--- config.mk ---
export PLATFORM = sky130hd
export DESIGN_NAME = standby_clock_mode_control
export DESIGN_NICKNAME = d
export VERILOG_FILES = /design/src/verilog/standby_pkg.sv /design/src/verilog/standby_if.sv /design/src/verilog/standby_clock_mode_control.sv /design/src/verilog/timing_gen.sv /design/src/verilog/wake_detect.sv
export SDC_FILE = /design/constraint.sdc
export NUM_CORES = 1
export LEC_CHECK = 0
export BUFFER_PORTS_ARGS = -buffer_cell sky130_fd_sc_hd__buf_4
export CORE_MARGIN = 8
export CORE_UTILIZATION = 60
export DETAILED_ROUTE_END_ITERATION = 7
export PLACE_DENSITY = 0.92
export SYNTH_ARGS = -nofsm -noshare
export SYNTH_HDL_FRONTEND = slang
export SYNTH_SLANG_ARGS = --single-unit
export TNS_END_PERCENT = 5
--- constraint.sdc ---
create_clock -name i_clk -period 7.68 [get_ports i_clk]
set_input_delay 0.768 -clock i_clk [delete_from_list [all_inputs] [get_ports i_clk]]
set_output_delay 0.768 -clock i_clk [all_outputs]
set_load 0.03 [all_outputs]
--- src/verilog/standby_pkg.sv ---
// constants, field positions and types of the standby and clock control block
package standby_pkg;
  // register offsets on the core's register port
  localparam logic [7:0] ADDR_STOP_CTRL = 8'h38;
  localparam logic [7:0] ADDR_OSC_CTRL = 8'h39;
  // standby_stop_control fields
  localparam int STOP_BIT = 7;
  localparam int WAKE_METHOD_BIT = 6;
  localparam int RETURN_MODE_BIT = 5;
  localparam int PORT_HOLD_BIT = 4;
  localparam int WARMUP_HI = 3;
  localparam int WARMUP_LO = 2;
  // oscillator_idle_control fields
  localparam int OSC_EN_BIT = 7;
  localparam int MAIN_CLK_SEL_BIT = 5;
  localparam int IDLE_BIT = 4;
  // reset values
  localparam logic [7:0] STOP_CTRL_RST = 8'h00;
  localparam logic [7:0] OSC_CTRL_RST = 8'h80;
  // read masks: undefined and must-write-zero bits read as zero here
  localparam logic [7:0] STOP_CTRL_RMASK = 8'hFC;
  localparam logic [7:0] OSC_CTRL_RMASK = 8'hB0;
  // warm-up length codes
  localparam logic [1:0] WU_LONG = 2'h0;
  localparam logic [1:0] WU_MID = 2'h1;
  localparam logic [1:0] WU_SHORT = 2'h2;
  // return mode values
  localparam logic RETURN_NORMAL = 1'b0;
  // timing generator shape
  localparam int PRESCALE_STAGES = 3;
  localparam int DIVIDER_STAGES = 21;
  localparam int DIV_W = PRESCALE_STAGES + DIVIDER_STAGES;
  localparam int CLK_PERIOD_NS = 5;
  localparam int MCYCLE_FC_PERIODS = 4;
  localparam int MCYCLE_W = $clog2(MCYCLE_FC_PERIODS);
  localparam logic [MCYCLE_W-1:0] MCYCLE_LAST = MCYCLE_W'(MCYCLE_FC_PERIODS - 1);
  // warm-up counter width, holds the doubled longest count
  localparam int WU_W = 19;
  localparam logic [WU_W-1:0] WU_DONE = 19'h0_0001;
  typedef enum logic [3:0] {
    ST_NORMAL = 4'b0001,
    ST_IDLE = 4'b0010,
    ST_STOP = 4'b0100,
    ST_WARMUP = 4'b1000
  } mode_t;
endpackage : standby_pkg

--- src/verilog/standby_if.sv ---
// signals between the mode controller, the timing generator and the wake detector
`timescale 1ns/10ps
interface standby_if #(parameter int N_INT = 6);
  import standby_pkg::*;
  logic tg_clear;
  logic mc_stb;
  logic [DIV_W-1:0] div_q;
  logic wake_method;
  logic pin_high;
  logic wake;
  logic [N_INT-1:0] int_change;
  modport timing (input tg_clear, output mc_stb, div_q);
  modport wake_side (input wake_method, output pin_high, wake, int_change);
  modport ctrl (output tg_clear, wake_method, input mc_stb, div_q, pin_high, wake, int_change);
endinterface : standby_if

--- src/verilog/standby_clock_mode_control.sv ---
// standby, oscillator and main clock mode control with its two control registers
// Operation
// - machine cycle lasts four high-frequency clock periods in single clock mode.
// - after any reset start in NORMAL mode, everything on the fast clock.
// - timing generator is 3-stage prescaler, 21-stage divider and machine cycle counter.
// - prescaler and divider cleared on reset, STOP entry and STOP exit.
// - writing one to bit 7 of the stop control register enters STOP.
// - STOP halts oscillator and internal circuits, all state kept except the timing generator, which is held at zero.
// - while stopped the CPU is held so its program counter does not move.
// - wake method bit 0 wakes on rising edge, 1 on high level.
// - level method with pin high skips STOP and goes straight to warm-up.
// - after warm-up execution resumes at the instruction after the STOP request.
// - warm-up field picks 3x2^16, 2^16 or 2^14 clocks, doubled by divider select.
// - port hold bit 0 floats port outputs in STOP, 1 holds them.
// - leaving STOP clears the STOP request bit in hardware.
// - reset pin wake always lands in NORMAL regardless of return mode.
// - bits 1 and 0 of the stop control register read undefined.
// - oscillator enable 0 stops the oscillator and resets the device.
// - IDLE bit stops CPU and watchdog, peripherals keep running.
// - enabled interrupt ends IDLE; master flag picks service first or next instruction.
// - leaving STOP with return mode 0 sets oscillator enable 1, clock select 0.
// - external interrupt pin change during STOP or warm-up sets its latch.
// - during warm-up only the oscillator runs, internal circuits stay idle; here the timing generator keeps counting through warm-up.
`timescale 1ns/10ps
module standby_clock_mode_control #(
  parameter int N_INT = 6,
  parameter int WARMUP_LONG = 196608,
  parameter int WARMUP_MID = 65536,
  parameter int WARMUP_SHORT = 16384
) (
  // clock and reset
  input wire logic i_clk,
  input wire logic i_rst,
  // core register port
  input wire logic [7:0] i_reg_addr,
  input wire logic i_reg_wr,
  input wire logic i_reg_rd,
  input wire logic [7:0] i_reg_wdata,
  output logic [7:0] o_reg_rdata,
  // pins
  input wire logic i_stop_pin,
  input wire logic [N_INT-1:0] i_ext_int,
  // core status inputs
  input wire logic i_divider_input_select,
  input wire logic i_irq_wake,
  input wire logic i_master_interrupt_flag,
  // timing generator outputs
  output logic o_mcycle_stb,
  output logic [standby_pkg::DIV_W-1:0] o_timebase,
  // mode and clock control outputs
  output logic [3:0] o_mode,
  output logic o_osc_enable,
  output logic o_main_clock_select,
  output logic o_cpu_run,
  output logic o_wdt_run,
  output logic o_periph_run,
  output logic o_port_hiz,
  output logic o_sys_reset,
  // interrupt side outputs
  output logic [N_INT-1:0] o_ext_int_set,
  output logic o_wake_to_isr,
  output logic o_wake_to_next
);
  import standby_pkg::*;

  if (2 * WARMUP_LONG >= 2 ** WU_W || 2 * WARMUP_MID >= 2 ** WU_W || WARMUP_SHORT < 1 || N_INT < 1) begin : g_bad_params
    $error("warm-up counts do not fit the warm-up counter");
  end

  standby_if #(.N_INT(N_INT)) sif ();

  mode_t state_r;
  logic [7:0] stop_ctrl_r;
  logic [7:0] osc_ctrl_r;
  logic [WU_W-1:0] wu_cnt_r;
  logic soft_rst_r;
  logic [7:0] rdata_r;
  logic [N_INT-1:0] int_set_r;
  logic isr_r;
  logic next_r;
  logic wr_stop;
  logic wr_osc;
  logic stop_req;
  logic stop_skip;
  logic stop_exit;
  logic idle_exit;
  logic [WU_W-1:0] wu_load;

  function automatic logic [WU_W-1:0] warmup_clks(input logic [1:0] sel, input logic dbl);
    logic [WU_W-1:0] base;
    base = WU_W'(WARMUP_SHORT); // reserved code falls back to the shortest
    case (sel)
      WU_LONG: base = WU_W'(WARMUP_LONG);
      WU_MID: base = WU_W'(WARMUP_MID);
      WU_SHORT: base = WU_W'(WARMUP_SHORT);
      default: base = WU_W'(WARMUP_SHORT);
    endcase
    return dbl ? (base << 1) : base;
  endfunction : warmup_clks

  timing_gen u_timing (
    .i_clk(i_clk),
    .i_rst(i_rst),
    .tg(sif.timing)
  );

  wake_detect #(.N_INT(N_INT)) u_wake (
    .i_clk(i_clk),
    .i_rst(i_rst),
    .i_stop_pin(i_stop_pin),
    .i_ext_int(i_ext_int),
    .w(sif.wake_side)
  );

  // writes are only taken while the CPU runs
  assign wr_stop = i_reg_wr && (state_r == ST_NORMAL) && (i_reg_addr == ADDR_STOP_CTRL);
  assign wr_osc = i_reg_wr && (state_r == ST_NORMAL) && (i_reg_addr == ADDR_OSC_CTRL);
  assign stop_req = wr_stop && i_reg_wdata[STOP_BIT];
  // a skipping write supplies its own method bit and warm-up code, the register is not yet loaded
  assign stop_skip = stop_req && i_reg_wdata[WAKE_METHOD_BIT] && sif.pin_high;
  assign stop_exit = (state_r == ST_WARMUP) && (wu_cnt_r == WU_DONE);
  assign idle_exit = (state_r == ST_IDLE) && i_irq_wake;
  assign wu_load = warmup_clks(stop_skip ? i_reg_wdata[WARMUP_HI:WARMUP_LO] : stop_ctrl_r[WARMUP_HI:WARMUP_LO],
    i_divider_input_select);
  assign sif.wake_method = stop_ctrl_r[WAKE_METHOD_BIT];
  // hold the generator at zero through STOP and on both edges of it
  assign sif.tg_clear = stop_req || (state_r == ST_STOP) || stop_exit || soft_rst_r;

  // clearing the oscillator enable raises soft_rst_r on the next edge; mode, registers, warm-up count and timing generator clear one edge later
  always_ff @(posedge i_clk or posedge i_rst) begin
    if (i_rst) begin
      soft_rst_r <= 1'b0;
    end else begin
      soft_rst_r <= wr_osc && !i_reg_wdata[OSC_EN_BIT];
    end
  end

  always_ff @(posedge i_clk or posedge i_rst) begin
    if (i_rst) begin
      state_r <= ST_NORMAL;
    end else if (soft_rst_r) begin
      state_r <= ST_NORMAL;
    end else begin
      case (state_r)
        ST_NORMAL: begin
          if (stop_skip) begin
            state_r <= ST_WARMUP;
          end else if (stop_req) begin
            state_r <= ST_STOP;
          end else if (wr_osc && i_reg_wdata[IDLE_BIT]) begin
            state_r <= ST_IDLE;
          end
        end
        ST_IDLE: begin
          if (i_irq_wake) begin
            state_r <= ST_NORMAL;
          end
        end
        ST_STOP: begin
          if (sif.wake) begin
            state_r <= ST_WARMUP;
          end
        end
        ST_WARMUP: begin
          if (stop_exit) begin
            state_r <= ST_NORMAL;
          end
        end
        default: state_r <= ST_NORMAL;
      endcase
    end
  end

  // warm-up down counter, loaded when the wake condition is seen or a level write skips STOP
  always_ff @(posedge i_clk or posedge i_rst) begin
    if (i_rst) begin
      wu_cnt_r <= '0;
    end else if (soft_rst_r) begin
      wu_cnt_r <= '0;
    end else if ((state_r == ST_STOP && sif.wake) || stop_skip) begin
      wu_cnt_r <= wu_load;
    end else if (state_r == ST_WARMUP && wu_cnt_r != '0) begin
      wu_cnt_r <= wu_cnt_r - WU_W'(1);
    end
  end

  always_ff @(posedge i_clk or posedge i_rst) begin
    if (i_rst) begin
      stop_ctrl_r <= STOP_CTRL_RST;
    end else if (soft_rst_r) begin
      stop_ctrl_r <= STOP_CTRL_RST;
    end else if (stop_exit) begin
      stop_ctrl_r[STOP_BIT] <= 1'b0;
    end else if (wr_stop) begin
      stop_ctrl_r <= i_reg_wdata & STOP_CTRL_RMASK;
    end
  end

  always_ff @(posedge i_clk or posedge i_rst) begin
    if (i_rst) begin
      osc_ctrl_r <= OSC_CTRL_RST;
    end else if (soft_rst_r) begin
      osc_ctrl_r <= OSC_CTRL_RST;
    end else if (stop_exit) begin
      // reserved return mode follows its table row; software keeps it at 0
      osc_ctrl_r[OSC_EN_BIT] <= (stop_ctrl_r[RETURN_MODE_BIT] == RETURN_NORMAL);
      osc_ctrl_r[MAIN_CLK_SEL_BIT] <= (stop_ctrl_r[RETURN_MODE_BIT] != RETURN_NORMAL);
    end else if (idle_exit) begin
      osc_ctrl_r[IDLE_BIT] <= 1'b0;
    end else if (wr_osc) begin
      osc_ctrl_r <= i_reg_wdata & OSC_CTRL_RMASK;
    end
  end

  // undefined bits are returned as zero
  always_ff @(posedge i_clk or posedge i_rst) begin
    if (i_rst) begin
      rdata_r <= '0;
    end else if (i_reg_rd) begin
      case (i_reg_addr)
        ADDR_STOP_CTRL: rdata_r <= stop_ctrl_r & STOP_CTRL_RMASK;
        ADDR_OSC_CTRL: rdata_r <= osc_ctrl_r & OSC_CTRL_RMASK;
        default: rdata_r <= '0;
      endcase
    end
  end

  // pin changes during STOP or warm-up become pending latch sets
  always_ff @(posedge i_clk or posedge i_rst) begin
    if (i_rst) begin
      int_set_r <= '0;
    end else begin
      int_set_r <= (state_r == ST_STOP || state_r == ST_WARMUP) ? sif.int_change : '0;
    end
  end

  always_ff @(posedge i_clk or posedge i_rst) begin
    if (i_rst) begin
      isr_r <= 1'b0;
      next_r <= 1'b0;
    end else begin
      isr_r <= idle_exit && i_master_interrupt_flag;
      next_r <= idle_exit && !i_master_interrupt_flag;
    end
  end

  assign o_reg_rdata = rdata_r;
  assign o_mcycle_stb = sif.mc_stb;
  assign o_timebase = sif.div_q;
  assign o_mode = state_r;
  assign o_osc_enable = (state_r != ST_STOP) && osc_ctrl_r[OSC_EN_BIT];
  assign o_main_clock_select = osc_ctrl_r[MAIN_CLK_SEL_BIT];
  // a held CPU keeps its program counter at the instruction after the request
  assign o_cpu_run = (state_r == ST_NORMAL);
  assign o_wdt_run = (state_r == ST_NORMAL);
  assign o_periph_run = (state_r == ST_NORMAL) || (state_r == ST_IDLE);
  assign o_port_hiz = (state_r == ST_STOP || state_r == ST_WARMUP) && !stop_ctrl_r[PORT_HOLD_BIT];
  assign o_sys_reset = soft_rst_r;
  assign o_ext_int_set = int_set_r;
  assign o_wake_to_isr = isr_r;
  assign o_wake_to_next = next_r;
endmodule : standby_clock_mode_control

--- src/verilog/timing_gen.sv ---
// prescaler, divider chain and machine cycle counter
`timescale 1ns/10ps
module timing_gen (
  // clock and reset
  input wire logic i_clk,
  input wire logic i_rst,
  // controller side
  standby_if.timing tg
);
  import standby_pkg::*;

  logic [DIV_W-1:0] div_r;
  logic [MCYCLE_W-1:0] mc_r;
  logic mc_stb_r;

  // prescaler stages are the low bits, the divider stages the rest
  always_ff @(posedge i_clk or posedge i_rst) begin
    if (i_rst) begin
      div_r <= '0;
    end else if (tg.tg_clear) begin
      div_r <= '0;
    end else begin
      div_r <= div_r + DIV_W'(1);
    end
  end

  // one machine cycle is four fc periods
  always_ff @(posedge i_clk or posedge i_rst) begin
    if (i_rst) begin
      mc_r <= '0;
      mc_stb_r <= 1'b0;
    end else if (tg.tg_clear) begin
      mc_r <= '0;
      mc_stb_r <= 1'b0;
    end else begin
      mc_r <= mc_r + MCYCLE_W'(1);
      mc_stb_r <= (mc_r == MCYCLE_LAST);
    end
  end

  assign tg.div_q = div_r;
  assign tg.mc_stb = mc_stb_r;
endmodule : timing_gen

--- src/verilog/wake_detect.sv ---
// wake pin and external interrupt pin synchronisers with level and edge detection
`timescale 1ns/10ps
module wake_detect #(
  parameter int N_INT = 6
) (
  // clock and reset
  input wire logic i_clk,
  input wire logic i_rst,
  // pins
  input wire logic i_stop_pin,
  input wire logic [N_INT-1:0] i_ext_int,
  // controller side
  standby_if.wake_side w
);
  logic pin_s1_r;
  logic pin_s2_r;
  logic pin_prev_r;
  logic [N_INT-1:0] int_s1_r;
  logic [N_INT-1:0] int_s2_r;
  logic [N_INT-1:0] int_prev_r;

  // runs on the always-on clock, so it keeps watching while the oscillator is off
  always_ff @(posedge i_clk or posedge i_rst) begin
    if (i_rst) begin
      pin_s1_r <= 1'b0;
      pin_s2_r <= 1'b0;
      pin_prev_r <= 1'b0;
    end else begin
      pin_s1_r <= i_stop_pin;
      pin_s2_r <= pin_s1_r;
      pin_prev_r <= pin_s2_r;
    end
  end

  always_ff @(posedge i_clk or posedge i_rst) begin
    if (i_rst) begin
      int_s1_r <= '0;
      int_s2_r <= '0;
      int_prev_r <= '0;
    end else begin
      int_s1_r <= i_ext_int;
      int_s2_r <= int_s1_r;
      int_prev_r <= int_s2_r;
    end
  end

  assign w.pin_high = pin_s2_r;
  // method 1 wakes on high level, method 0 on a rising edge
  assign w.wake = w.wake_method ? pin_s2_r : (pin_s2_r & ~pin_prev_r);
  assign w.int_change = int_s2_r ^ int_prev_r;
endmodule : wake_detect

# == Yosys cells after proc, flatten, opt, wreduce, memory -nomap -nowiden ==
# Index checks and enable logic that the tools add are counted.
# Widths: inputs -> output; s select.
# classes
add_sub_neg,3
n_mul,0
div_mod_pow,0
order_cmp,0
eq_ne,16
shifts,0
mux,33
n_bitwise,4
reduce_logical,36
# ops
operator,n
$mux 19,4
$pmux 18 s2,1
$mux 4,8
$mux 8,4
$add 24x1->24 const B,1
$mux 24,1
$eq 19x1->1 const B,1
$reduce_bool 19->1,1
$sub 19x1->19 const B,1
$eq 8x6->1 const B,2
$logic_and 1x1->1,16
$pmux 4 s4,1
$pmux 8 s2,1
$ne 3x3->1 const B,4
$reduce_bool 3->1,4
$mux 1,7
$mux 7,1
$logic_or 1x1->1,6
$mux 6,1
$reduce_and 2->1,3
$xor 6x6->6,1
$mux 5,1
$ne 5x1->1 const B,1
$eq 4x1->1 const B,1
16 further kinds,20
# word_totals
reg_bits,99
latch_bits,0
ram_bits,0
romBits,0
in_bits,30
memories,0

# == Logic depth before layout (Yosys ltp) ==
# Gate-level depths: netlist of the first run.
# logic_depth
word_depth,12
mapped_depth,8
depth_no_buf,7

# == Cells and area by module ==
# Synthesis of the first run repeated with hierarchy kept, for this count alone.
# unflattened
hier_cells,448
hier_area_um2,4663.2
# by_module_without_submodules
mod,instances,cells_per_inst,area_each_um2,seq_area_each_um2
standby_clock_mode_control,1,285,2725.1,1178.6
timing_gen,1,133,1345.0,675.6
wake_detect,1,30,593.1,525.5

# == Worst setup path before layout of the first run ==
# No wires, ideal clock.
# synth_path
path_type,flip-flop to output port
startpoint,reg state_r[1] (netlist: o_mode[1])
endpoint,out o_port_hiz
t_arrival_ns,1.932
required_time_ns,6.912
slack_ns,4.980
stages_incl_launch_ff,6
cell_sequence,dfrtp_1 > buf_2 > nor4b_2 > clkbuf_1 > nor2_1 > nor2_1
# synth_between
elab_chain_len,3
# synth_rtl
element,line,text
start: declaration,standby_clock_mode_control.sv:72,mode_t state_r;
start signal: assignment,standby_clock_mode_control.sv:140,state_r <= ST_NORMAL;
start signal: assignment,standby_clock_mode_control.sv:142,state_r <= ST_NORMAL;
start signal: assignment,standby_clock_mode_control.sv:147,state_r <= ST_WARMUP;
$eq 4x3->1 / $eq 4x4->1 (equally long branches),standby_clock_mode_control.sv:257,assign o_port_hiz = (state_r == ST_STOP || state_r == ST_WARMUP) && !stop_ctrl_r[PORT_HOLD_BIT];
$logic_or 1x1->1 *,standby_clock_mode_control.sv:257,
$logic_and 1x1->1 *,standby_clock_mode_control.sv:257,
end: declaration,standby_clock_mode_control.sv:57,"output logic o_port_hiz,"
# Mark *: on every way between the ends. The rest lies on a longest branch, timed or not.

# == Final worst setup path of the first run ==
# layout_path
startpoint,reg state_r[3] (netlist: o_mode[3])
endpoint,out o_port_hiz
# The elaborated chain is that of the path after synthesis.

==> impl_summary.md, run 1 <==
Timing
Timing would allow up to ~0.37 GHz. The routed design could run at a clock period as short as roughly 2.7 ns. At the pin with the least slew margin, the transition time is 0.799 ns. The worst hold margin is between 0.3 and 0.4 ns. The number of hold violations in the final report is 0. Setup repair after global routing left no endpoint under its margin.

The worst clock skew on the final layout is around 0.018 ns. The count of pins over their slew limit is 0. In this run the tightest slew margin relative to its limit is between 40% and 50%. Setup violations remaining at the end of the flow were counted as 0. The summed negative setup slack over all endpoints is 0 ns. In the finished design, the share of the clock period the worst path needs comes to between 30% and 40%.

Logic synthesis
The most used flip-flop cell after synthesis is sky130_fd_sc_hd__dfrtp_1. Yosys instantiated no cell more often than sky130_fd_sc_hd__dfrtp_1. Sorting the synthesized cells by area gives the leading types as sky130_fd_sc_hd__dfrtp_1, sky130_fd_sc_hd__xnor2_1, sky130_fd_sc_hd__nor2_1. Counting distinct cell types in the post-synthesis netlist gives 63.

Yosys printed 0 warnings. Counting flops with a built-in enable in the synthesized netlist gives 0. Each instance of the synthesized netlist takes up on average 10.5 µm². The commonest cells after synthesis are sky130_fd_sc_hd__dfrtp_1, sky130_fd_sc_hd__nor2_1, sky130_fd_sc_hd__xnor2_1. For this run, asynchronously set or reset flops after synthesis account for between 90% and 100%.

The sequential element share of the synthesized area is 53.1%. Summed over its instances, the top area cell type makes up between 50% and 60% of the synthesized netlist area. Synthesis inferred 95 register bits.

The post-synth design cell area is about 4500 µm². The top cell type by total area after synthesis is sky130_fd_sc_hd__dfrtp_1. The number of cells produced by synthesis is around 430.

GRT
Summed over all layers, the global routing overflow is 0. The first-pass GRT wire length is 16.9 mm. The via count of the first global-routing pass is ~3500. The number of antenna violations at the first check in global routing came to 0. The pin count of the biggest net entering global routing is 51. Across every metal layer, demand over resource in global routing totals between 20% and 30%.

Outcome
The run finished with clean final reports.

Power and ir drop
Summed over all cells, the static leakage comes to between 2 and 2.5 nW. Across the VDD grid, the largest voltage drop is around 0.00015 V. Total power for the finished layout comes to about 1.1 mW.

For this design the ratio of total power to cell area is approximately 200 nW/µm².

Min path
The startpoint of the tightest hold check path is u_wake.pin_s1_r. For hold timing, the worst endpoint is u_wake.w.pin_high. The worst min-delay path class is flop to flop. Along the worst hold path, the cell count comes to 0.

Clocking
The tree built by TritonCTS fans out to 95 sinks. Buffers inserted during clock tree synthesis total 9. The clock root buffer master is sky130_fd_sc_hd__clkbuf_8. The number of buffers added to fix hold violations after cts is 0.

The register clock-pin slew on the reported worst setup and hold paths is ~0.090 ns. The largest buffer count on any clock path is 2. Once the clock tree was built, the setup fixing pass inserted 0 buffers. The CTS tree is done. The H-tree was split into 3 levels. The source-to-sink clock delay at the later pin of the worst-skew pair is approximately 0.36 ns. The total of cells resized after clock tree synthesis is 0.

Placement
The final weighted congestion of routability-driven global placement is around 0.86. The number of buffers added on ports is 77. In this run, placement finished with an instance count of 591.

The HPWL after detailed placement is 7.24 mm. Summing all placed instances gives a cell area of between 5000 and 6000 µm².

Finish
In the final design database the tool counted 537 nets. The number of diodes is 0. The cell area after layout is about 5300 µm². The proportion of layout cells with a drive suffix above 1 is between 20% and 30%.

The relative area change from synthesis to final layout is 18.1%. The number of non-filler instances in the completed layout is 607. Fill cells in the final layout number around 540.

Routing
Summing over every cut layer, the via total after detailed routing is approximately 3500. The number of violations reported at the end of detailed-routing iteration 0 is between 150 and 200. Dividing the detail-routed via count by the number of cells gives around 5.8. The per-cell routed wire length is approximately 17 µm. The final antenna-violating net count is 0.

For this run, design rule violations remaining after detail routing come to 0. The number of detailed-routing iterations run before antenna repair is 4. The total routed wirelength is 10.0 mm.

Floorplanning
The die boundary height is slightly above 100 µm. The starting density of the core is 61.8%. After floorplanning, the core was sized to cover just over 7000 µm². The number of placement rows is 31. The number of top-level pins is 82. The area of the die is 10500 µm². In this run the horizontal extent of the chip is just over 100 µm.

Worst setup path
The number of cells on the worst reg-to-reg path is 5. At the worst endpoint, the required time is between 6 and 7 ns. The setup path with the least slack is of type flop to output port. The signal on the critical path passes through nor4b_4 -> nor2_1 -> nor2_1 -> buf_4.

STA classifies the critical path endpoint as an output port. The worst register-to-register path ends at u_timing.tg.div_q[13]. STA puts the critical path data arrival time at 1.93 ns. Among all stages on the critical path, the largest delay is contributed by sky130_fd_sc_hd__dfrtp_1.

The most frequent cell on the critical path is sky130_fd_sc_hd__nor2_1. The kind of start point of the critical path is a flop. The slack of the worst reg-to-reg path is just over 5 ns. The biggest fanout along the worst timing path is 9. In this design, the stage delay of the slowest critical-path cell is between 0.5 and 0.6 ns. The critical path starts at o_mode[3].

The worst flop-to-flop path startpoint is o_mode[0].

Job
The number of maximum-capacitance violations is 0.
area by class of cell:
cell class	instances	area, µm²	area share [%]
sequential	95	2380	45.0
multi-input combinational	302	1960	37.0
timing repair buffer	79	593	11.2
clock buffer	9	124	2.34
tap	99	124	2.34
inverter	16	61.3	1.16
clock inverter	7	53.8	1.02
cells in the final DEF (no fill, tap or decap), drive strengths merged, types with 4 or more instances in the layout:
cell,n
or2,4
nor3,19
a211oi,6
o21ai,6
inv,18
or4b,4
clkbuf,9
nor4b,4
dfrtp,93
buf,79
nor2b,5
ha,4
xnor2,29
o22ai,7
nor4,9
and3,9
and4,4
nand4,7
mux2i,10
or3,6
a21oi,12
xor2,10
o211ai,5
nor2,64
or4,4
nand3,18
nand2,22
where the power goes:
group          internal, mW  total [mW]  switching [mW]
logic                0.0739       0.178           0.104
clock network         0.121       0.304           0.182
registers             0.538       0.579          0.0404
total                 0.734        1.06           0.326
cell families (layout without fill, tap and decap cells):
family,Yosys count,count (layout),synth area share (%)
adders and majority gates,4,4,1.12
AOI/OAI and AO/OA,57,57,8.82
and+or+nand+nor,187,187,22.9
other,1,2,0.0836
DFF,95,95,53.1
muxes,13,13,2.99
buffers and inverters,32,111,3.35
xor gates and xnor gates,39,39,7.62
how the worst max path moves through the flow:
stage	cells after the start	slack [ns]	end
floorplan	1	4.44	o_ext_int_set[0]
global placement	5	4.79	wu_cnt_r[6]
detailed placement	5	4.75	wu_cnt_r[4]
CTS	4	4.95	o_port_hiz
global route	4	4.83	o_port_hiz
finish	4	4.98	o_port_hiz
layer usage:
| layer | vias up | global-route usage [%] | share of wire, % |
|---|---|---|---|
| met5 | - | 0 | 0 |
| met4 | 0 | 8.01 | 1.8 |
| met3 | 17 | 4.70 | 5.6 |
| met2 | 111 | 33.8 | 49 |
| met1 | 1738 | 25.6 | 44 |
| li1 | 1655 | - | - |
sequential cells by signal, indices dropped and copies added, names as in the netlist, 2 cells and up:
register           cells
wu_cnt_r              19
u_timing.tg.div_q     24
u_wake.int_s1_r        6
u_wake.int_prev_r      6
u_wake.int_s2_r        6
o_reg_rdata            6
u_timing.mc_r          2
osc_ctrl_r             3
o_ext_int_set          6
o_mode                 4
stop_ctrl_r            6
critical path: cells and delay by family (launching register included):
kind          cells  cell delay (ns)
flops             1             0.52
simple gates      3             0.88
buf+inv           1             0.19
per-stage QoR:
step	utilization [%]	setup WS, ns
global route	73.0	4.83
CTS	73.0	4.95
detailed placement	70.5	4.75
floorplan	-	4.44
global placement	70.5	4.79
finish	73.0	4.98
(Power assumes the default switching activity.)
==> run 2: changes to the inputs <==
--- a/config.mk
+++ b/config.mk
@@ -5,11 +5,12 @@
 export SDC_FILE = /design/constraint.sdc
 export NUM_CORES = 1
 export LEC_CHECK = 0
+export ABC_AREA = 1
 export BUFFER_PORTS_ARGS = -buffer_cell sky130_fd_sc_hd__buf_4
 export CORE_MARGIN = 8
-export CORE_UTILIZATION = 60
+export CORE_UTILIZATION = 56
 export DETAILED_ROUTE_END_ITERATION = 7
-export PLACE_DENSITY = 0.92
+export PLACE_DENSITY = 0.87
 export SYNTH_ARGS = -nofsm -noshare
 export SYNTH_HDL_FRONTEND = slang
 export SYNTH_SLANG_ARGS = --single-unit
==> constraint.sdc (replaced) <==
create_clock -name i_clk -period 2.8 [get_ports i_clk]
set_input_delay 0.28 -clock i_clk [delete_from_list [all_inputs] [get_ports i_clk]]
set_output_delay 0.28 -clock i_clk [all_outputs]
set_load 0.03 [all_outputs]
==> impl_summary.md, run 2 <==
Routing
The total routed wirelength is 11.0 mm. The count of nets left with antenna violations once routing finished came out at 0. In the routed design, unresolved DRC markers number 0. The per-cell routed wire length is between 10 and 15 µm.

The first routing iteration left about 270 violations. The number of vias after detailed routing is roughly 4100. The first TritonRoute pass finished after 5 iterations.

The routed via count divided by cell count is 5.45.

Clocking
In this run the clock root is driven by a sky130_fd_sc_hd__clkbuf_8. TritonCTS built the clock tree. The clock passes through at most 2 buffers. The CTS buffer count is 9. The post-CTS setup buffer count is 0. The number of levels the H-tree was split into is 3.

The source-to-sink clock delay at the later pin of the worst-skew pair is 0.38 ns. The total clock sinks is between 90 and 100. Clock-pin slew was measured on the worst setup and hold paths at between 0.1 and 0.15 ns.

Finish
At the end of the flow the core is filled with cells to approximately 69%. Cells with a size suffix above 1 make up between 20 and 25% of the layout. The register with the most flip-flops in the layout has 24 of them. At the end of the flow, the number of nets in the layout was about 670. The top cell types in the final layout, fill and taps aside, are sky130_fd_sc_hd__nand2_1, sky130_fd_sc_hd__dfrtp_1, sky130_fd_sc_hd__nor2_1, sky130_fd_sc_hd__buf_4, sky130_fd_sc_hd__inv_1. The library cell used most frequently in the layout, excluding fill and tap cells, is sky130_fd_sc_hd__nand2_1. 0 antenna diodes ended up in the layout.

The relative area change from synthesis to final layout is 19.8%.

Logic synthesis
The sequential element share of the synthesized area is between 50% and 60%. Ranked by total cell area, the synthesized netlist is headed by sky130_fd_sc_hd__dfrtp_1, sky130_fd_sc_hd__nand2_1, sky130_fd_sc_hd__nor2_1. Summed over its instances, the top area cell type makes up just under 50% of the synthesized netlist area.

During synthesis, Yosys emitted a total of 0 warnings. By count the netlist is led by sky130_fd_sc_hd__nand2_1, sky130_fd_sc_hd__dfrtp_1, sky130_fd_sc_hd__nor2_1. The number of cells produced by synthesis is 550. The number of distinct standard cells referenced by the synthesized netlist is 42. In this run the mean area of a mapped cell was between 8 and 9 µm². The post-synth design cell area is 4720 µm². The synthesized design contains 95 register bits. After synthesis, the share of flip-flops with an asynchronous set or reset is 100%. The largest total area in the synthesized netlist belongs to sky130_fd_sc_hd__dfrtp_1.

The most used flip-flop cell after synthesis is sky130_fd_sc_hd__dfrtp_1. In this run, synthesis inferred 0 flip-flops with an integrated enable. The most common cell in the synthesized netlist is sky130_fd_sc_hd__nand2_1.

Outcome
The flow ran to the end, and the final reports show no timing, DRC or antenna violations.

Floorplanning
Row generation in the floorplan step produced 33 rows. Measured along the x axis, the die boundary spans 108 µm. The starting density of the core is between 50% and 60%. The area of the die is roughly 12000 µm². 82 I/O pins were placed. The die is approximately 110 µm tall.

The area of the core region is slightly above 8000 µm².

Placement
Input and output buffers added on the ports amount to 77. The post-DP HPWL is 8.08 mm. The final weighted congestion of routability-driven global placement is between 0.9 and 1.

GRT
The number of antenna violations at the first check in global routing was 0. The first-pass GRT wire length is 18.3 mm. The via count of the first global-routing pass came to ~4000.

In the global route stage, overall resource usage came out at a little under 20%. The pin count of the biggest net entering global routing is 50. The aggregate global routing overflow is 0.

Timing
The number of hold violations in the final report was 0. The worst pin sits at a relative slew slack of 46.5%. Setup violations remaining at the end of the flow were counted as 0. The worst path uses a little under 80% of the clock period.

The measured slew at the worst slew-check pin is between 0.8 and 0.9 ns. Based on the critical path, the design can be clocked at up to roughly 0.46 GHz. The count of pins over their slew limit is 0.

The worst clock skew on the final layout is 0.0158 ns. Summed over all failing endpoints, the final setup total negative slack is 0 ns. Setup repair after global routing left no endpoint under its margin. After layout, the minimum clock period comes to about 2.2 ns.

Min path
The worst min-delay path class is primary input to async pin.

Worst setup path
STA puts the critical path data arrival time at 1.91 ns. The gate family responsible for the most delay along the worst path is simple AND/OR/NAND/NOR gates. The highest-delay cell along the critical path is sky130_fd_sc_hd__dfstp_2. The category of the worst setup path capture point is an output port. Walking the worst path, the cells encountered are inv_1 -> nand4_2 -> inv_1 -> nor2_1 -> nor2_1 -> buf_4.

STA classifies the critical path startpoint as a flop. The critical path is of the flop to output port type. In this design, the stage delay of the slowest critical-path cell is roughly 0.55 ns. STA puts the critical path data required time at 2.52 ns. Counting both buffers and inverters, the worst setup path holds a total of 3. In this run the worst path has a maximum fanout of 7.

Power and ir drop
The power per standard cell area is roughly 590 nW/µm². The analysis attributes to cell leakage a power of about 3 nW. The maximum vdd drop is between 0.0006 and 0.0007 V.

Job
The number of maximum-capacitance violations is 0.
## run 2: cell types whose count changed in the layout (fill, tap and decap cells not counted), moves of 8 or more
cell,delta
sky130_fd_sc_hd__nand3_1,+11
sky130_fd_sc_hd__nand2_1,+87
sky130_fd_sc_hd__o21ai_1,+11
sky130_fd_sc_hd__mux2i_1,-10
sky130_fd_sc_hd__a21oi_1,+8
sky130_fd_sc_hd__xnor2_1,-20
sky130_fd_sc_hd__nor2_1,+19
sky130_fd_sc_hd__inv_1,+46
## run 2: cells by family (layout without fill, tap and decap cells)
family / after synthesis / count (layout) / share of synthesized area [%]
compound gates: 56 / 56 / 6.55
buf+inv: 77 / 169 / 7.08
simple gates: 296 / 296 / 30.9
fa+ha+maj: 4 / 4 / 1.06
xor+xnor: 21 / 21 / 3.90
flops: 95 / 95 / 50.4
other cells: 1 / 2 / 0.0795
## run 2: metal layers
| metal | vias to the layer above | track usage, % | wire length [µm] |
|---|---|---|---|
| met5 | - | 0 | 0 |
| met4 | 0 | 8.82 | 206 |
| met3 | 25 | 3.89 | 803 |
| met2 | 148 | 32.4 | 5390 |
| met1 | 1956 | 23.6 | 4630 |
| li1 | 1945 | - | - |
## run 2: power breakdown
| part | internal (mW) | total [mW] | switching [mW] |
|---|---|---|---|
| registers | 1.48 | 1.58 | 0.103 |
| logic | 0.276 | 0.809 | 0.533 |
| clock network | 0.361 | 0.929 | 0.567 |
| total | 2.12 | 3.32 | 1.20 |
## run 2: worst paths after layout
path / cells past startpoint / end / slack (ns) / from
max: 6 / o_port_hiz / 0.61 / o_mode[0]
min: 2 / o_ext_int_set[0] / 0.03 / i_rst
min in group i_clk: 2 / o_wake_to_next / 0.05 / i_master_interrupt_flag
max reg2reg: 11 / wu_cnt_r[15] / 0.66 / wu_cnt_r[0]
max in group asynchronous: 3 / wu_cnt_r[13] / 2.06 / i_rst
min reg2reg: 0 / u_wake.w.pin_high / 0.36 / u_wake.pin_s1_r
## run 2: timing repair
action                                 4_1_cts  5_1_grt
hold buffers                                 5        2
resized for setup                            0        0
endpoints found under the hold margin        5        2
## run 2: cell type report
cell class / count / area [µm²]
Clock inverter: 7 / 83.8
Clock buffer: 9 / 124
Fill cell: 592 / 2520
Multi-Input combinational cell: 379 / 2010
Timing Repair Buffer: 85 / 668
Sequential cell: 95 / 2380
Inverter: 68 / 259
Tap cell: 105 / 131
## run 2: worst register-to-register path, cell delays in order, from the launching register on
cell                      delay (ns)
sky130_fd_sc_hd__dfrtp_1        0.41
sky130_fd_sc_hd__inv_1          0.12
sky130_fd_sc_hd__ha_1           0.26
sky130_fd_sc_hd__nand2_2        0.12
sky130_fd_sc_hd__nor2_2         0.20
sky130_fd_sc_hd__nand3_1        0.12
sky130_fd_sc_hd__nand2_2        0.22
sky130_fd_sc_hd__inv_2          0.18
sky130_fd_sc_hd__o21ai_2        0.20
sky130_fd_sc_hd__inv_1          0.10
sky130_fd_sc_hd__nand2_1        0.08
sky130_fd_sc_hd__nand2_1        0.05
## run 2: stage by stage
| stage | cells | worst slack (ns) | instance area (µm²) | power (mW) | hold WS (ns) |
|---|---|---|---|---|---|
| after floorplan | 551 | 0.0463 | 4720 | 2.12 | 0.311 |
| after global placement | 725 | 0.831 | 5380 | 2.37 | 0.332 |
| after detailed placement | 725 | 0.725 | 5380 | 2.40 | 0.338 |
| after CTS | 746 | 0.614 | 5630 | 3.33 | 0.00329 |
| after global routing | 748 | 0.489 | 5650 | 3.48 | 0.0437 |
| final | 748 | 0.613 | 5650 | 3.32 | 0.0252 |
==> run 3: changes to the inputs <==
--- a/config.mk
+++ b/config.mk
@@ -5,7 +5,7 @@
 export SDC_FILE = /design/constraint.sdc
 export NUM_CORES = 1
 export LEC_CHECK = 0
-export ABC_AREA = 1
+export ABC_AREA = 0
 export BUFFER_PORTS_ARGS = -buffer_cell sky130_fd_sc_hd__buf_4
 export CORE_MARGIN = 8
 export CORE_UTILIZATION = 56
==> constraint.sdc (replaced) <==
create_clock -name i_clk -period 2.2 [get_ports i_clk]
set_input_delay 0.22 -clock i_clk [delete_from_list [all_inputs] [get_ports i_clk]]
set_output_delay 0.22 -clock i_clk [all_outputs]
set_load 0.03 [all_outputs]
==> impl_summary.md, run 3 (synthesis gave the netlist of run 1 again) <==
Clocking
The clock reaches the later pin of the worst-skew pair after 0.37 ns. The tree is rooted in a sky130_fd_sc_hd__clkbuf_8. The register clock-pin slew on the reported worst setup and hold paths is 0.10 ns. The tree built by TritonCTS fans out to 95 sinks. TritonCTS built the clock tree. CTS built an H-tree with a depth of 3. Buffers inserted during clock tree synthesis total 9. The longest clock path from root to sink contains 2 buffers.

GRT
The via count of the first global-routing pass is 3781. The pin count of the biggest net entering global routing is 45. Global routing used approximately 20% of the available tracks. The aggregate global routing overflow is 0.

The number of antenna violations at the first check in global routing is 0. The first-pass GRT wire length is around 18 mm.

Floorplanning
After floorplanning, the core was sized to cover around 7700 µm². After floorplanning, the core was divided into 32 placement rows. Once the floorplan was initialized, standard cells occupied 58.0% of the core. The area of the die is approximately 11000 µm². The die is between 100 and 150 µm wide.

The die boundary height is between 100 and 150 µm. The number of top-level pins is 82.

Finish
The library cell used most frequently in the layout, excluding fill and tap cells, is sky130_fd_sc_hd__buf_4. Leaving out filler cells and counting taps, the final layout contains 650. The relative area change from synthesis to final layout is 28.1%. Across the whole layout, storage elements account for around 2400 µm². In the final layout, the multi-input gates occupy roughly 2000 µm². The final net count is 577. The number of diodes is 0. In the final layout, the share of cells above drive strength 1 is 28.3%. The count of filler cells inserted in the layout is between 500 and 600. After routing the design area is around 5700 µm². The number of flip-flops under the largest register name is 24. The top cell types in the final layout, fill and taps aside, are sky130_fd_sc_hd__buf_4, sky130_fd_sc_hd__dfrtp_1, sky130_fd_sc_hd__nor2_1, sky130_fd_sc_hd__xnor2_1, sky130_fd_sc_hd__nand2_1.

Outcome
The run finished with clean final reports.

Worst setup path
The biggest fanout along the worst timing path is 6. The slack of the worst reg-to-reg path is between 0.03 and 0.04 ns. The kind of start point of the critical path is a flop. Tracing the worst setup path back leads to its startpoint at o_mode[0]. The number of gates on the worst path with buffers counted is 6. Together, buffers and inverters on the worst path number 1.

Grouping stages by cell kind, the critical path spends the most delay in simple AND/OR/NAND/NOR gates. The most critical setup path has its endpoint at wu_cnt_r[17]. The required time of the critical path is approximately 2.5 ns. The signal on the critical path passes through or4b_4 -> inv_1 -> nand2_1 -> or4_4 -> mux2i_1 -> o21ai_1. The highest-delay cell along the critical path is sky130_fd_sc_hd__dfstp_2.

By startpoint and endpoint, the worst setup path is classified as flop to flop. In this design, the stage delay of the slowest critical-path cell is roughly 0.60 ns. The category of the worst setup path capture point is a flop. The reg-to-reg endpoint is wu_cnt_r[17]. The data arrival time of the critical path is between 2 and 2.5 ns. The worst flop-to-flop path startpoint is o_mode[0]. The cell depth of the worst flop-to-flop path is 6.

Power and ir drop
In this run the static leakage power is around 2.5 nW. The maximum vdd drop is 0.000569 V. The total power is between 3 and 4 mW. The power per standard cell area is around 660 nW/µm².

Timing
The post-route clock period utilization is 98.6%. The summed negative setup slack over all endpoints is 0 ns. In this run the tightest slew margin relative to its limit is 59.8%. The count of pins over their slew limit is 0.

For the pin with the worst max-slew slack, the measured transition is about 0.6 ns. On the final layout, the worst clock skew is approximately 0.017 ns. Subtracting the final worst setup slack from the clock period gives ~2.2 ns. Setup violations remaining at the end of the flow were counted as 0. Setup repair after global routing could not meet its margin everywhere. The number of hold violations in the final report came to 0. The tightest hold path in the finished design has a slack of 0.0674 ns. Based on the critical path, the design can be clocked at up to 0.461 GHz.

Routing
After detailed routing, the number of remaining DRC violations is 0. The routed via count divided by cell count is around 5.7. The number of vias after detailed routing is about 3700. The final antenna-violating net count is 0.

The total routed wirelength is between 10 and 15 mm. Before antenna repair, the detailed router went through 6 iterations. In the final routed layout, each cell accounts on average for between 15 and 20 µm. The number of violations reported at the end of detailed-routing iteration 0 is 154.

Placement
The number of placed instances, taps included, is just over 600. In this run the tool buffered the top-level ports with 77 buffer cells. The post-DP HPWL is about 8 mm.

Routability-driven placement finished with a final weighted congestion of about 0.91. The placed standard-cell area is 5360 µm².

Min path
The worst min-delay path class is primary input to flop.

Job
The number of maximum-capacitance violations is 0.
[run 3: cell count changes in the layout (fill, tap and decap cells not counted), moves of 8 or more]
cell and delta:
sky130_fd_sc_hd__nand2_1 -87, sky130_fd_sc_hd__inv_1 -46, sky130_fd_sc_hd__buf_4 +27, sky130_fd_sc_hd__nor2_1 -23, sky130_fd_sc_hd__xnor2_1 +20, sky130_fd_sc_hd__nand3_1 -11, sky130_fd_sc_hd__o21ai_1 -11, sky130_fd_sc_hd__mux2i_1 +10
sky130_fd_sc_hd__a21oi_1 -8
[run 3: stage by stage]
stage / worst slack, ns / util, %
finish: 0.0314 / 74.3
global route: -0.0813 / 74.3
CTS: -0.00784 / 73.2
detailed placement: 0.0133 / 69.3
global placement: 0.0489 / 69.3
floorplan: -0.218 / -
[run 3: power breakdown]
group	internal, mW	switching [mW]	total, mW	leakage [nW]
Sequential	1.88	0.138	2.02	1.17
Clock	0.440	0.677	1.12	0.0931
Combinational	0.284	0.377	0.661	1.23
Total	2.60	1.19	3.80	2.49
[run 3: timing repair]
action,4_1_cts,5_1_grt
setup buffers,2,4
pin swaps,0,4
setup endpoints to repair,3,45
hold buffers,9,0
resized for setup,1,11
endpoints found under the hold margin,30,0
[run 3: layer usage]
layer,up-vias,global-route usage [%],share of wire [%]
li1,1735,-,-
met1,1825,24.1,42
met2,131,33.2,50
met3,11,4.63,6.0
met4,0,8.97,1.5
met5,-,0,0
[run 3: cell type report]
cell class	instances	share of cell area [%]
Inverter	16	1.11
Tap cell	102	2.22
Sequential cell	95	41.4
Timing Repair Buffer	119	17.1
Clock buffer	9	2.16
Clock inverter	7	1.13
Multi-Input combinational cell	302	34.8
[run 3: how the worst min path moves through the flow]
stage	from	to	slack, ns	cells past startpoint
2_1_floorplan	i_ext_int[0]	u_wake.int_s1_r[0]	0.25	0
3_3_place_gp	i_rst	o_ext_int_set[3]	0.32	2
3_5_place_dp	i_rst	o_ext_int_set[2]	0.33	2
4_1_cts	i_irq_wake	osc_ctrl_r[4]	0.04	2
5_1_grt	i_reg_wdata[7]	o_sys_reset	0.06	2
6_report	i_reg_wdata[7]	o_sys_reset	0.07	2
